File: src/hw/hbhd_pkg.sv
// Shared constants for the host bus handshake and decode block
package hbhd_pkg;
	// ****************************************
	// Widths and timing
	// ****************************************
	localparam int unsigned ADDR_W = 16;
	localparam int unsigned DEC_HI = 15; // Top address bit compared
	localparam int unsigned DEC_LO = 4; // Lowest address bit compared
	localparam int unsigned DEC_W = DEC_HI - DEC_LO + 1;
	localparam int unsigned CLK_PERIOD_NS = 10;
	localparam int unsigned LCLK_MIN_PERIOD_NS = 20; // 50 MHz ceiling on the link clock
	// Run slower than the ceiling so each bus clock level spans enough core
	// clocks for the device's three-stage pin filter to see it settle
	localparam int unsigned LCLK_PERIOD_NS = 80;
	localparam int unsigned LCLK_DIV = LCLK_PERIOD_NS / (2 * CLK_PERIOD_NS);
	localparam int unsigned WAIT_W = 4;
	localparam logic [3:0] DEF_WAIT = 4'h0002;
	localparam logic [DEC_W-1:0] BASE_RST = 12'h0030;
	// ****************************************
	// Device cycle states
	// ****************************************
	typedef enum logic [1:0] {
		HBHD_IDLE = 2'b00,
		HBHD_WAIT = 2'b01,
		HBHD_RDY = 2'b10,
		HBHD_HOLD = 2'b11
	} hbhd_state_t;
endpackage : hbhd_pkg

File: src/hw/hbhd_if.sv
// Pin bundle between the host bus master and the device port
`timescale 1ns/10ps
interface hbhd_if;
	logic bclk;
	logic [hbhd_pkg::ADDR_W-1:0] addr;
	logic address_enable_in;
	logic data_path_select_n;
	logic read_strobe_n;
	logic cycle_marker_n;
	logic ready_return_n;
	logic bus_mode_strap_n;
	logic cyc_start;
	logic sync_ready_n;
	logic async_ready_out;
	logic local_device_hit_n;
	logic interrupt_out_n;
	logic power_event_n;
	modport dev (
		input bclk, addr, address_enable_in, data_path_select_n, read_strobe_n,
		input cycle_marker_n, ready_return_n, bus_mode_strap_n, cyc_start,
		output sync_ready_n, async_ready_out, local_device_hit_n,
		output interrupt_out_n, power_event_n
	);
	modport host (
		output bclk, addr, address_enable_in, data_path_select_n, read_strobe_n,
		output cycle_marker_n, ready_return_n, bus_mode_strap_n, cyc_start,
		input sync_ready_n, async_ready_out, local_device_hit_n,
		input interrupt_out_n, power_event_n
	);
endinterface : hbhd_if

File: src/hw/hbhd_dev.sv
// Device end: ready handshakes, local device decode, event outputs
`timescale 1ns/10ps
module hbhd_dev (
	input wire logic clk_i,
	input wire logic sys_rst_i,
	hbhd_if.dev bus,
	input wire logic [hbhd_pkg::DEC_W-1:0] base_addr_i,
	input wire logic [hbhd_pkg::WAIT_W-1:0] wait_cycles_i,
	input wire logic irq_status_any_i,
	input wire logic wake_event_i,
	output logic queue_access_o,
	output logic sync_mode_o,
	output logic cycle_done_o
);
	// ****************************************
	// Pin synchronisers
	// ****************************************
	// Three stages; a change counts when stages two and three agree
	logic [2:0] bclk_sync_ff, start_sync_ff, strap_sync_ff, rtn_sync_ff;
	logic bclk_lvl_ff, start_lvl_ff, strap_lvl_ff, rtn_lvl_ff;
	always_ff @(posedge clk_i) begin
		if (sys_rst_i) begin
			bclk_sync_ff <= 3'h0;
			start_sync_ff <= 3'h0;
			strap_sync_ff <= 3'h0;
			rtn_sync_ff <= 3'h7;
		end else begin
			bclk_sync_ff <= {bclk_sync_ff[1:0], bus.bclk};
			start_sync_ff <= {start_sync_ff[1:0], bus.cyc_start};
			strap_sync_ff <= {strap_sync_ff[1:0], bus.bus_mode_strap_n};
			rtn_sync_ff <= {rtn_sync_ff[1:0], bus.ready_return_n};
		end
	end
	// Filtered levels follow only when stages two and three agree
	always_ff @(posedge clk_i) begin
		if (sys_rst_i) begin
			bclk_lvl_ff <= 1'b0;
			start_lvl_ff <= 1'b0;
			strap_lvl_ff <= 1'b0;
			rtn_lvl_ff <= 1'b1;
		end else begin
			if (bclk_sync_ff[1] == bclk_sync_ff[2]) bclk_lvl_ff <= bclk_sync_ff[2];
			if (start_sync_ff[1] == start_sync_ff[2]) start_lvl_ff <= start_sync_ff[2];
			if (strap_sync_ff[1] == strap_sync_ff[2]) strap_lvl_ff <= strap_sync_ff[2];
			if (rtn_sync_ff[1] == rtn_sync_ff[2]) rtn_lvl_ff <= rtn_sync_ff[2];
		end
	end
	// ****************************************
	// Mode and edges
	// ****************************************
	logic bclk_prev_ff, start_prev_ff, mode_sync_ff;
	logic bclk_rise, start_rise;
	assign bclk_rise = bclk_lvl_ff & ~bclk_prev_ff;
	assign start_rise = start_lvl_ff & ~start_prev_ff;
	always_ff @(posedge clk_i) begin
		if (sys_rst_i) begin
			bclk_prev_ff <= 1'b0;
			start_prev_ff <= 1'b0;
		end else begin
			bclk_prev_ff <= bclk_lvl_ff;
			start_prev_ff <= start_lvl_ff;
		end
	end
	// Strap re-read every cycle; low or floating means synchronous
	always_ff @(posedge clk_i) begin
		if (sys_rst_i) mode_sync_ff <= 1'b1;
		else mode_sync_ff <= ~strap_lvl_ff;
	end
	assign sync_mode_o = mode_sync_ff;
	// ****************************************
	// Access cycle state machine
	// ****************************************
	// Sync mode steps wait and ready on rising bus clock edges only; async counts core clocks
	hbhd_pkg::hbhd_state_t state_ff, nxt_state;
	logic [hbhd_pkg::WAIT_W-1:0] wait_ff, nxt_wait;
	logic step;
	assign step = mode_sync_ff ? bclk_rise : 1'b1;
	always_comb begin
		nxt_state = state_ff;
		nxt_wait = wait_ff;
		case (state_ff)
			hbhd_pkg::HBHD_IDLE: begin
				if (start_rise) begin
					nxt_state = hbhd_pkg::HBHD_WAIT;
					nxt_wait = (wait_cycles_i == '0) ? hbhd_pkg::DEF_WAIT : wait_cycles_i;
				end
			end
			hbhd_pkg::HBHD_WAIT: begin
				if (step) begin
					if (wait_ff <= 4'h0001) nxt_state = hbhd_pkg::HBHD_RDY;
					else nxt_wait = wait_ff - 4'h0001;
				end
			end
			hbhd_pkg::HBHD_RDY: begin
				// Ready stands until the host returns it, or one step in async mode
				if (!mode_sync_ff && step) nxt_state = hbhd_pkg::HBHD_HOLD;
				else if (mode_sync_ff && !rtn_lvl_ff && step) nxt_state = hbhd_pkg::HBHD_HOLD;
			end
			hbhd_pkg::HBHD_HOLD: begin
				if (!start_lvl_ff) nxt_state = hbhd_pkg::HBHD_IDLE;
			end
			default: nxt_state = hbhd_pkg::HBHD_IDLE;
		endcase
	end
	always_ff @(posedge clk_i) begin
		if (sys_rst_i) begin
			state_ff <= hbhd_pkg::HBHD_IDLE;
			wait_ff <= '0;
		end else begin
			state_ff <= nxt_state;
			wait_ff <= nxt_wait;
		end
	end
	// ****************************************
	// Ready outputs
	// ****************************************
	// In sync mode, sync ready changes only on a bus clock edge so the host sees it aligned
	logic srdy_ff, async_ready_out_ff, done_ff;
	always_ff @(posedge clk_i) begin
		if (sys_rst_i) srdy_ff <= 1'b1;
		else if (!mode_sync_ff) begin
			// Burst: low while waits are still needed
			srdy_ff <= ~(state_ff == hbhd_pkg::HBHD_WAIT);
		end else if (bclk_rise) begin
			// Falling edge marks ready in VLBus-like mode
			srdy_ff <= ~(state_ff == hbhd_pkg::HBHD_RDY);
		end
	end
	// Async ready low while waiting in async mode; stays high in sync mode; needs no bus clock
	always_ff @(posedge clk_i) begin
		if (sys_rst_i) async_ready_out_ff <= 1'b1;
		else async_ready_out_ff <= ~(!mode_sync_ff && state_ff == hbhd_pkg::HBHD_WAIT);
	end
	always_ff @(posedge clk_i) begin
		if (sys_rst_i) done_ff <= 1'b0;
		else done_ff <= (state_ff != hbhd_pkg::HBHD_HOLD) && (nxt_state == hbhd_pkg::HBHD_HOLD);
	end
	assign bus.sync_ready_n = srdy_ff;
	assign bus.async_ready_out = async_ready_out_ff;
	assign cycle_done_o = done_ff;
	// ****************************************
	// Decode and event outputs
	// ****************************************
	// Combinational on purpose: hosts latch it within the address phase
	assign bus.local_device_hit_n = ~(~bus.address_enable_in
		& (bus.addr[hbhd_pkg::DEC_HI:hbhd_pkg::DEC_LO] == base_addr_i));
	// Queue path ignores address enable and bank select
	assign queue_access_o = ~bus.data_path_select_n;
	logic intr_ff, pme_ff;
	always_ff @(posedge clk_i) begin
		if (sys_rst_i) begin
			intr_ff <= 1'b1;
			pme_ff <= 1'b1;
		end else begin
			intr_ff <= ~irq_status_any_i;
			pme_ff <= ~wake_event_i;
		end
	end
	assign bus.interrupt_out_n = intr_ff;
	assign bus.power_event_n = pme_ff;
endmodule : hbhd_dev

File: src/flat_wrapper.sv
// flat-port wrapper written by rule: the top's interface ports become plain ports
module hbhd_dev_flat 
  (clk_i, sys_rst_i, base_addr_i, wait_cycles_i, irq_status_any_i, wake_event_i, queue_access_o, sync_mode_o, cycle_done_o, bus_bclk, bus_addr, bus_address_enable_in, bus_data_path_select_n, bus_read_strobe_n, bus_cycle_marker_n, bus_ready_return_n, bus_bus_mode_strap_n, bus_cyc_start, bus_sync_ready_n, bus_async_ready_out, bus_local_device_hit_n, bus_interrupt_out_n, bus_power_event_n);
  hbhd_if bus_i ();
  input wire logic clk_i;
  input wire logic sys_rst_i;
  input wire logic [hbhd_pkg::DEC_W-1:0] base_addr_i;
  input wire logic [hbhd_pkg::WAIT_W-1:0] wait_cycles_i;
  input wire logic irq_status_any_i;
  input wire logic wake_event_i;
  output logic queue_access_o;
  output logic sync_mode_o;
  output logic cycle_done_o;
  input wire logic [$bits(bus_i.bclk)-1:0] bus_bclk;
  input wire logic [$bits(bus_i.addr)-1:0] bus_addr;
  input wire logic [$bits(bus_i.address_enable_in)-1:0] bus_address_enable_in;
  input wire logic [$bits(bus_i.data_path_select_n)-1:0] bus_data_path_select_n;
  input wire logic [$bits(bus_i.read_strobe_n)-1:0] bus_read_strobe_n;
  input wire logic [$bits(bus_i.cycle_marker_n)-1:0] bus_cycle_marker_n;
  input wire logic [$bits(bus_i.ready_return_n)-1:0] bus_ready_return_n;
  input wire logic [$bits(bus_i.bus_mode_strap_n)-1:0] bus_bus_mode_strap_n;
  input wire logic [$bits(bus_i.cyc_start)-1:0] bus_cyc_start;
  output wire logic [$bits(bus_i.sync_ready_n)-1:0] bus_sync_ready_n;
  output wire logic [$bits(bus_i.async_ready_out)-1:0] bus_async_ready_out;
  output wire logic [$bits(bus_i.local_device_hit_n)-1:0] bus_local_device_hit_n;
  output wire logic [$bits(bus_i.interrupt_out_n)-1:0] bus_interrupt_out_n;
  output wire logic [$bits(bus_i.power_event_n)-1:0] bus_power_event_n;
  assign bus_i.bclk = bus_bclk;
  assign bus_i.addr = bus_addr;
  assign bus_i.address_enable_in = bus_address_enable_in;
  assign bus_i.data_path_select_n = bus_data_path_select_n;
  assign bus_i.read_strobe_n = bus_read_strobe_n;
  assign bus_i.cycle_marker_n = bus_cycle_marker_n;
  assign bus_i.ready_return_n = bus_ready_return_n;
  assign bus_i.bus_mode_strap_n = bus_bus_mode_strap_n;
  assign bus_i.cyc_start = bus_cyc_start;
  assign bus_sync_ready_n = bus_i.sync_ready_n;
  assign bus_async_ready_out = bus_i.async_ready_out;
  assign bus_local_device_hit_n = bus_i.local_device_hit_n;
  assign bus_interrupt_out_n = bus_i.interrupt_out_n;
  assign bus_power_event_n = bus_i.power_event_n;
  hbhd_dev u_core (.clk_i(clk_i), .sys_rst_i(sys_rst_i), .bus(bus_i), .base_addr_i(base_addr_i), .wait_cycles_i(wait_cycles_i), .irq_status_any_i(irq_status_any_i), .wake_event_i(wake_event_i), .queue_access_o(queue_access_o), .sync_mode_o(sync_mode_o), .cycle_done_o(cycle_done_o));
endmodule
File: config.mk
export PLATFORM = sky130hd
export DESIGN_NAME = hbhd_dev_flat
export DESIGN_NICKNAME = d
export VERILOG_FILES = /design/src/hw/hbhd_pkg.sv /design/src/hw/hbhd_if.sv /design/src/hw/hbhd_dev.sv /design/src/flat_wrapper.sv
export SDC_FILE = /design/constraint.sdc
export NUM_CORES = 1
export LEC_CHECK = 0
export BUFFER_PORTS_ARGS = -buffer_cell sky130_fd_sc_hd__buf_2
export CORE_MARGIN = 4
export CORE_UTILIZATION = 42
export CTS_CLUSTER_DIAMETER = 150
export CTS_CLUSTER_SIZE = 25
export DETAILED_ROUTE_END_ITERATION = 10
export PLACE_DENSITY = 0.74
export SETUP_SLACK_MARGIN = 0.15
export SLEW_MARGIN = 20
export SYNTH_ARGS = -nofsm -noshare
export SYNTH_HDL_FRONTEND = slang
export SYNTH_SLANG_ARGS = --single-unit
File: constraint.sdc
create_clock -name clk_i -period 1.6 [get_ports clk_i]
set_input_delay 0.32 -clock clk_i [delete_from_list [all_inputs] [get_ports clk_i]]
set_output_delay 0.32 -clock clk_i [all_outputs]
set_load 0.02 [all_outputs]
Word level (Yosys, flattened, before mapping). Index checks and enable logic that the tools add are counted. W data, S select, Z words.

Logic and storage cells: 74. Bits in registers: 30.

Bitwise logic cells: 14. Equal/unequal tests: 14. $lt $le $gt $ge: 1. Mux-type cells: 15. Reductions and logical operators: 11. Add/subtract/negate cells: 1.

Operators with widths (count): $mux W4 (4); $eq A12 B12 Y1 (1); $mux W2 (6); $not A1 Y1 (11); $pmux W2 S4 (1); $pmux W4 S2 (1); $eq A2 B2 Y1 const B (3); $ne A2 B2 Y1 const B (3); $logic_and A1 B1 Y1 (5); $eq A1 B1 Y1 (4); $le A4 B1 Y1 const B (1); $logic_not A4 Y1 (1); $ne A2 B1 Y1 const B (2); $reduce_and A4 Y1 (1); $sub A4 B1 Y4 const B (1); $and A1 B1 Y1 (3); $mux W1 (3); $eq A2 B1 Y1 const B (1); $logic_not A1 Y1 (2); $logic_not A2 Y1 (1); $reduce_bool A2 Y1 (1).

Longest topological paths before layout. Gate-level depths: netlist of run 1.

Depth after elaboration: 9. Mapped depth: 6. Mapped depth without buffers: 6.

Least setup slack after synthesis of run 1. No wires, ideal clock.

Path kind: input-to-output. Start: input port base_addr_i[5] (netlist name). End: output port bus_local_device_hit_n. Data arrival time: 1329 ps. Cell stages on the path: 4. Required time: 1280 ps. Path slack: -49 ps. Cell sequence: xor2_1 > nor4_1 > nand4_1 > or4_1.

Longest elaborated chain between the ends: 3.

RTL lines: start, declared (line flat_wrapper.sv:7) `input wire logic [hbhd_pkg::DEC_W-1:0] base_addr_i;`; $eq A12 B12 Y1 (line hbhd_dev.sv:146) `& (bus.addr[hbhd_pkg::DEC_HI:hbhd_pkg::DEC_LO] == base_addr_i));`; $and A1 B1 Y1 (line hbhd_dev.sv:146); $not A1 Y1 (line hbhd_dev.sv:145) `assign bus.local_device_hit_n = ~(~bus.address_enable_in`; end, declared (line flat_wrapper.sv:25) `output wire logic [$bits(bus_i.local_device_hit_n)-1:0] bus_local_device_hit_n;`.

Every way passes these cells.

Worst setup path after layout of run 1.
Start: input port base_addr_i[9] (netlist name). End: output port bus_local_device_hit_n.

Same word-level chain as after synthesis.

==> results of run 1 <==
-- cells in the final DEF, fill, tap and decap left out, types with 2 or more instances in the layout --
| cell | count |
|---|---|
| or2_2 | 2 |
| nor2_1 | 6 |
| buf_2 | 42 |
| nand2_1 | 14 |
| nand2b_1 | 2 |
| clkbuf_4 | 5 |
| xnor2_1 | 7 |
| nor2b_1 | 15 |
| nand4_1 | 3 |
| a21oi_1 | 8 |
| dfxtp_1 | 28 |
| o21ai_0 | 5 |
| xor2_1 | 5 |
| inv_2 | 2 |
| buf_4 | 3 |
| o211ai_1 | 2 |
| mux2i_1 | 2 |
| or3_1 | 3 |
| o311ai_1 | 2 |
| inv_1 | 2 |
| buf_6 | 3 |
-- area by class of cell --
class,instances,area share [%]
multi-input combinational,95,40.2
timing repair buffer,48,16.0
clock inverter,2,0.751
sequential,30,36.4
clock buffer,6,3.08
tap,31,2.33
inverter,5,1.28
-- power by group --
group	total, mW	switching (mW)	internal, mW	leakage (nW)
sequential	0.766	0.00557	0.760	0.246
combinational	0.125	0.0574	0.0681	0.408
clock	0.470	0.259	0.211	0.0343
total	1.36	0.322	1.04	0.688
-- synth_stat cells (3+ instances only) --
cell,n,area [um^2]
dfxtp_1,30,601
nor2b_1,15,93.8
nand2_1,14,52.6
a21oi_1,8,40.0
xnor2_1,7,61.3
nor2_1,6,22.5
o21ai_0,5,25.0
xor2_1,5,43.8
inv_1,4,15.0
nand4_1,3,18.8
o311ai_1,3,26.3
or3_1,3,18.8
-- worst register-to-register path, delay by kind of cell (launching register included) --
kind               cells  cell delay (ps)
AOI/OAI and AO/OA      2              350
and+or+nand+nor        2              770
DFF                    1              350
-- final timing paths --
| path | start | end |
|---|---|---|
| max | base_addr_i[9] | bus_local_device_hit_n |
| min | wake_event_i | u_core.bus.power_event_n |
| max reg2reg | u_core.wait_ff[2] | u_core.wait_ff[3] |
| min reg2reg | u_core.strap_lvl_ff | u_core.sync_mode_o |
-- flip-flops by register name, indices dropped and copies added (netlist names), 2 cells and up --
register	cells
u_core.bclk_sync_ff	3
u_core.rtn_sync_ff	3
u_core.start_sync_ff	3
u_core.state_ff	2
u_core.strap_sync_ff	3
u_core.wait_ff	4
-- stage by stage --
stage	instances	cell area [um^2]	setup WS (ps)
after global routing	217	1670	-339
after floorplan	132	1250	-0.330
after global placement	207	1510	-250
final	217	1670	-295
after detailed placement	207	1510	-257
after CTS	217	1640	-239
-- cell families (layout without fill, tap and decap cells) --
group	after synthesis	in the layout	synth area share, %
AO/OA/AOI/OAI	27	27	14.2
multiplexers	2	2	1.62
AND/OR/NAND/NOR	52	52	22.8
flip-flops	30	30	48.6
XOR/XNOR	12	12	8.51
adder cells (fa/ha/maj)	2	2	2.03
buffers and inverters	7	61	2.23
-- per-layer routing --
layer	vias to the layer above	track usage [%]	wire (um)
li1	563	-	-
met1	500	14.9	1060
met2	40	22.3	1320
met3	7	7.57	247
met4	0	6.50	45
met5	-	0	0
-- repair_timing --
| action | in CTS | in global routing |
|---|---|---|
| pin swaps | 7 | 3 |
| endpoints found under the setup margin | 5 | 5 |
| setup buffers | 2 | 0 |
| resized for setup | 14 | 3 |
==> results.yml, run 1 <==
outcome:
  status: "complete, but fails checks"
  violations: "setup timing"
setup_path:
  cp_top_family: "simple AND/OR/NAND/NOR gates"
  worstRegToRegCells: 4
  cp-start-kind: "primary input"
  worstSetupPathType: "in -> out"
  cpPeakStageDelay_ps: 430
  cpMaxStageDelayCell: "or4_4"
  crit_top_cell: "buf_6"
  cp.required_ps: 1280
  cp_max_fo: 1
  endpoint_kind: "output port"
  reg2reg_slack_ps: 80
  worst-path-stages: 6
  crit_path_cell_trace: "buf_6, xor2_1, nor4_1, nand4_1, or4_4, buf_6"
  crit_buf_inv: 2
  worstPathArrival_ps: 1570
route:
  via_per_inst: 5.12
  num_vias: 1110
  drcViolationCount: 0
  antenna_left: 0
  drt_iter0_drc: 42
  wirelength_um: 2680
  firstDrtPassIters: 4
  wl_per_cell_um: 12.3
place:
  dp_hpwl_um: 1980
  port_buffers: 45
  globalplace.congestion: 0.800
run:
  cap_viol_max_count: 0
global_routing:
  antenna_found_initial: 0
  grt_start_max_net_pins: 27
  grt_first_pass_wirelength_um: 4340
  overflow: 0
  grt_pass1_vias: 986
  grt_util_all_layers_pct: 14.0
floorplan:
  rows: 19
  dieArea_mm2: 0.00387
  coreArea_mm2: 0.00278
  top_level_ports: 52
  die_x_um: 62.2
  initial_utilization_pct: 44.4
  die_h_um: 62.2
final_layout:
  n_antenna_cell: 0
  fill_cells: 253
  fin_util_pct: 59.9
  multi_input_comb_area_um2: 669
  regArea_um2: 606
  final_nets: 231
  area_delta_synth_final_pct: 34.9
  drive_gt1_share_pct: 38.2
sta:
  fin_crit_sh_pct: 118
  finalMaxSlewViolations: 0
  fin_crit_ps: 1890
  holdWs_ps: 130
  setup_tns_ps: -295
  fin_skew_ps: 6.87
  fin_ws_ps: -295
  hold_viol: 0
  max_slew_margin_pct: 70.7
  rsz0062_at_grt: "yes"
  fmax_mhz: 528
  finalSetupViolations: 1
  tightest_slew_ps: 439
clock_tree:
  clock_insertion_delay_worst_skew_ps: 330
  clkSinkCount: 30
  cts_tree: "done"
  cts_buffers: 5
  clk_pin_slew_worst_paths_ps: 90
  cts.path.max_buffers: 2
  cts-hold-fix-buffers: 0
  h-tree-depth: 2
  root_buffer: "clkbuf_4"
logic_synthesis:
  ys.flop_type: "dfxtp_1"
  synthCells: 132
  ys_ff_latch: 30
  synth_area_mm2: 0.00123
  synth_edf_count: 0
  synth_cell_types: 33
  yosysSeqAreaShare_pct: 48.6
  synth.avg_cell_area_um2: 9.36
  async_flop_share_pct: 0
  yosys_warnings: 0
  synth_fp_nets: 178
power_and_ir_drop:
  total_leakage_power_nw: 0.688
  power.density_cell_area_mw_per_mm2: 817
  peakVddDrop_mv: 0.858
  fin_total_pwr_mw: 1.36
worst_hold_path:
  min_path_type: "in -> reg"
  worstHoldPathCells: 2
No activity file was read; power rests on OpenSTA's default activity.
==> run 2, diff against run 1 <==
--- a/config.mk
+++ b/config.mk
@@ -6,6 +6,7 @@
 export NUM_CORES = 1
 export LEC_CHECK = 0
 export BUFFER_PORTS_ARGS = -buffer_cell sky130_fd_sc_hd__buf_2
+export CORE_ASPECT_RATIO = 1.25
 export CORE_MARGIN = 4
 export CORE_UTILIZATION = 42
 export CTS_CLUSTER_DIAMETER = 150
==> run 2 against run 1 <==
The run still ends with setup timing left. Critical path depth stayed put. Sequential share of layout area is 0.93 points lower. Cell count is 1.8% higher. First-iteration DRC count is 57% lower. Combinational power hardly changed. Register-to-register slack hardly changed. Wire length is 6.2% higher. Sequential cell count stayed put. Clock skew is 1.2 ps higher. Core utilization is 2.1 points higher. Largest cell class unchanged. Clock power is 22% higher. Largest power group unchanged.
==> results.yml, run 2 (synthesis gave the netlist of run 1 again) <==
place:
  dp.cells: 210
  dp_slack_ps: -330
  dp_hpwl_um: 2040
  postPlaceCellArea_mm2: 0.00151
  port_buffers: 45
  globalplace.congestion: 0.898
clock_tree:
  cts_tree: "done"
  h-tree-depth: 2
  cts_buffers: 5
  clock_insertion_delay_worst_skew_ps: 320
  clk_pin_slew_worst_paths_ps: 80
  clkSinkCount: 30
  cts.path.max_buffers: 2
  root_buffer: "clkbuf_4"
global_routing:
  grt_util_all_layers_pct: 14.6
  grt_pass1_vias: 1055
  grt_first_pass_wirelength_um: 4320
  grt_start_max_net_pins: 27
  overflow: 0
  antenna_found_initial: 0
sta:
  fin_crit_sh_pct: 120
  hold_viol: 0
  fmax_mhz: 521
  finalSetupViolations: 1
  fin_crit_ps: 1920
  rsz0062_at_grt: "yes"
  fin_ws_ps: -318
  max_slew_margin_pct: 70.2
  holdWs_ps: 159
  tightest_slew_ps: 447
  finalMaxSlewViolations: 0
  fin_skew_ps: 8.11
route:
  antenna_left: 0
  wirelength_um: 2840
  wl_per_cell_um: 12.9
  firstDrtPassIters: 4
  num_vias: 1122
  via_per_inst: 5.08
  drcViolationCount: 0
  drt_iter0_drc: 18
setup_path:
  cpMaxStageDelayCell: "or4_4"
  worstPathArrival_ps: 1600
  crit_path_cell_trace: "buf_2, xor2_1, nor4_2, nand4_1, or4_4, buf_6"
  cp-start-kind: "primary input"
  cpPeakStageDelay_ps: 440
  cp.required_ps: 1280
  worstSetupPathType: "in -> out"
  cp_max_fo: 1
  endpoint_kind: "output port"
final_layout:
  n_antenna_cell: 0
  fin_util_pct: 62.0
  final_common_cell: "buf_2"
  final_area_mm2: 0.00171
  stdcell_count: 221
  area_delta_synth_final_pct: 38.4
  drive_gt1_share_pct: 39.6
  final_cell_mix: "buf_2 (44), dfxtp_1 (28), nor2b_1 (15)"
  final_nets: 232
  top_register: "u_core.wait_ff"
  largest_register_ffs: 4
outcome:
  status: "complete, but fails checks"
  violations: "setup timing"
floorplan:
  die_h_um: 68.6
  initial_utilization_pct: 44.8
  top_level_ports: 52
  rows: 21
  dieArea_mm2: 0.00388
  coreArea_mm2: 0.00276
  die_x_um: 56.5
power_and_ir_drop:
  peakVddDrop_mv: 0.887
  power.net_switching_uw: 307
  power_frac_seq_pct: 52.3
  switching_share_pct: 21.0
  combPwrFrac_pct: 8.6
  total_leakage_power_nw: 0.700
  p_clk_share_pct: 39.1
  power.density_cell_area_mw_per_mm2: 857
  p_int_mw: 1.16
run:
  cap_viol_max_count: 0
worst_hold_path:
  min_path_type: "in -> reg"
==> run 2: power groups by stage <==
| stage | registers [mW] | clock network [mW] | logic, mW |
|---|---|---|---|
| after detailed placement | 0.785 | 0 | 0.121 |
| final | 0.766 | 0.573 | 0.126 |
| after CTS | 0.766 | 0.589 | 0.123 |
| after floorplan | 0.787 | 0 | 0.0530 |
| after global placement | 0.784 | 0 | 0.114 |
| after global routing | 0.769 | 0.623 | 0.139 |
==> run 2: stage by stage <==
| step | TNS, ps | total power, mW |
|---|---|---|
| 2_1_floorplan | -0.330 | 0.840 |
| 3_3_place_gp | -285 | 0.898 |
| 3_5_place_dp | -330 | 0.905 |
| 4_1_cts | -338 | 1.48 |
| 5_1_grt | -358 | 1.53 |
| 6_report | -318 | 1.46 |
==> run 2: worst paths after layout <==
check,from,end,slack [ps],cells after the start
hold reg to reg,u_core.strap_lvl_ff,u_core.sync_mode_o,410,1
setup / recovery,base_addr_i[9],bus_local_device_hit_n,-320,6
setup reg to reg,u_core.wait_ff[0],u_core.wait_ff[1],70,6
hold / removal,wake_event_i,u_core.bus.power_event_n,160,2
==> run 2: final cells by class <==
type                    count  area [um^2]
inverters                   5         21.3
clock inverters             1         30.0
well taps                  34         42.5
flip-flops and latches     30          606
fillers                   248         1050
multi-input cells          95          699
clock buffers               7         45.0
repair buffers             49          265
==> run 2: what timing repair did <==
| action | in CTS | in global routing |
|---|---|---|
| endpoints found under the setup margin | 5 | 5 |
| cloned | 0 | 0 |
| pin swaps | 4 | 6 |
| hold buffers | 0 | 0 |
| buffers inserted | 2 | 1 |
| resized for setup | 9 | 11 |
==> run 2: routing by layer <==
layer / vias to the layer above / wire length (um) / GRT usage, %
met4: 0 / 63 / 6.82
met3: 8 / 260 / 7.26
met2: 44 / 1400 / 25.4
met5: - / 0 / 0
li1: 565 / - / -
met1: 505 / 1120 / 14.8
==> run 2: critical path, delay by kind of cell <==
kind,cells,cell delay [ps]
xor gates and xnor gates,1,170
buffers and inverters,2,250
and+or+nand+nor,3,870
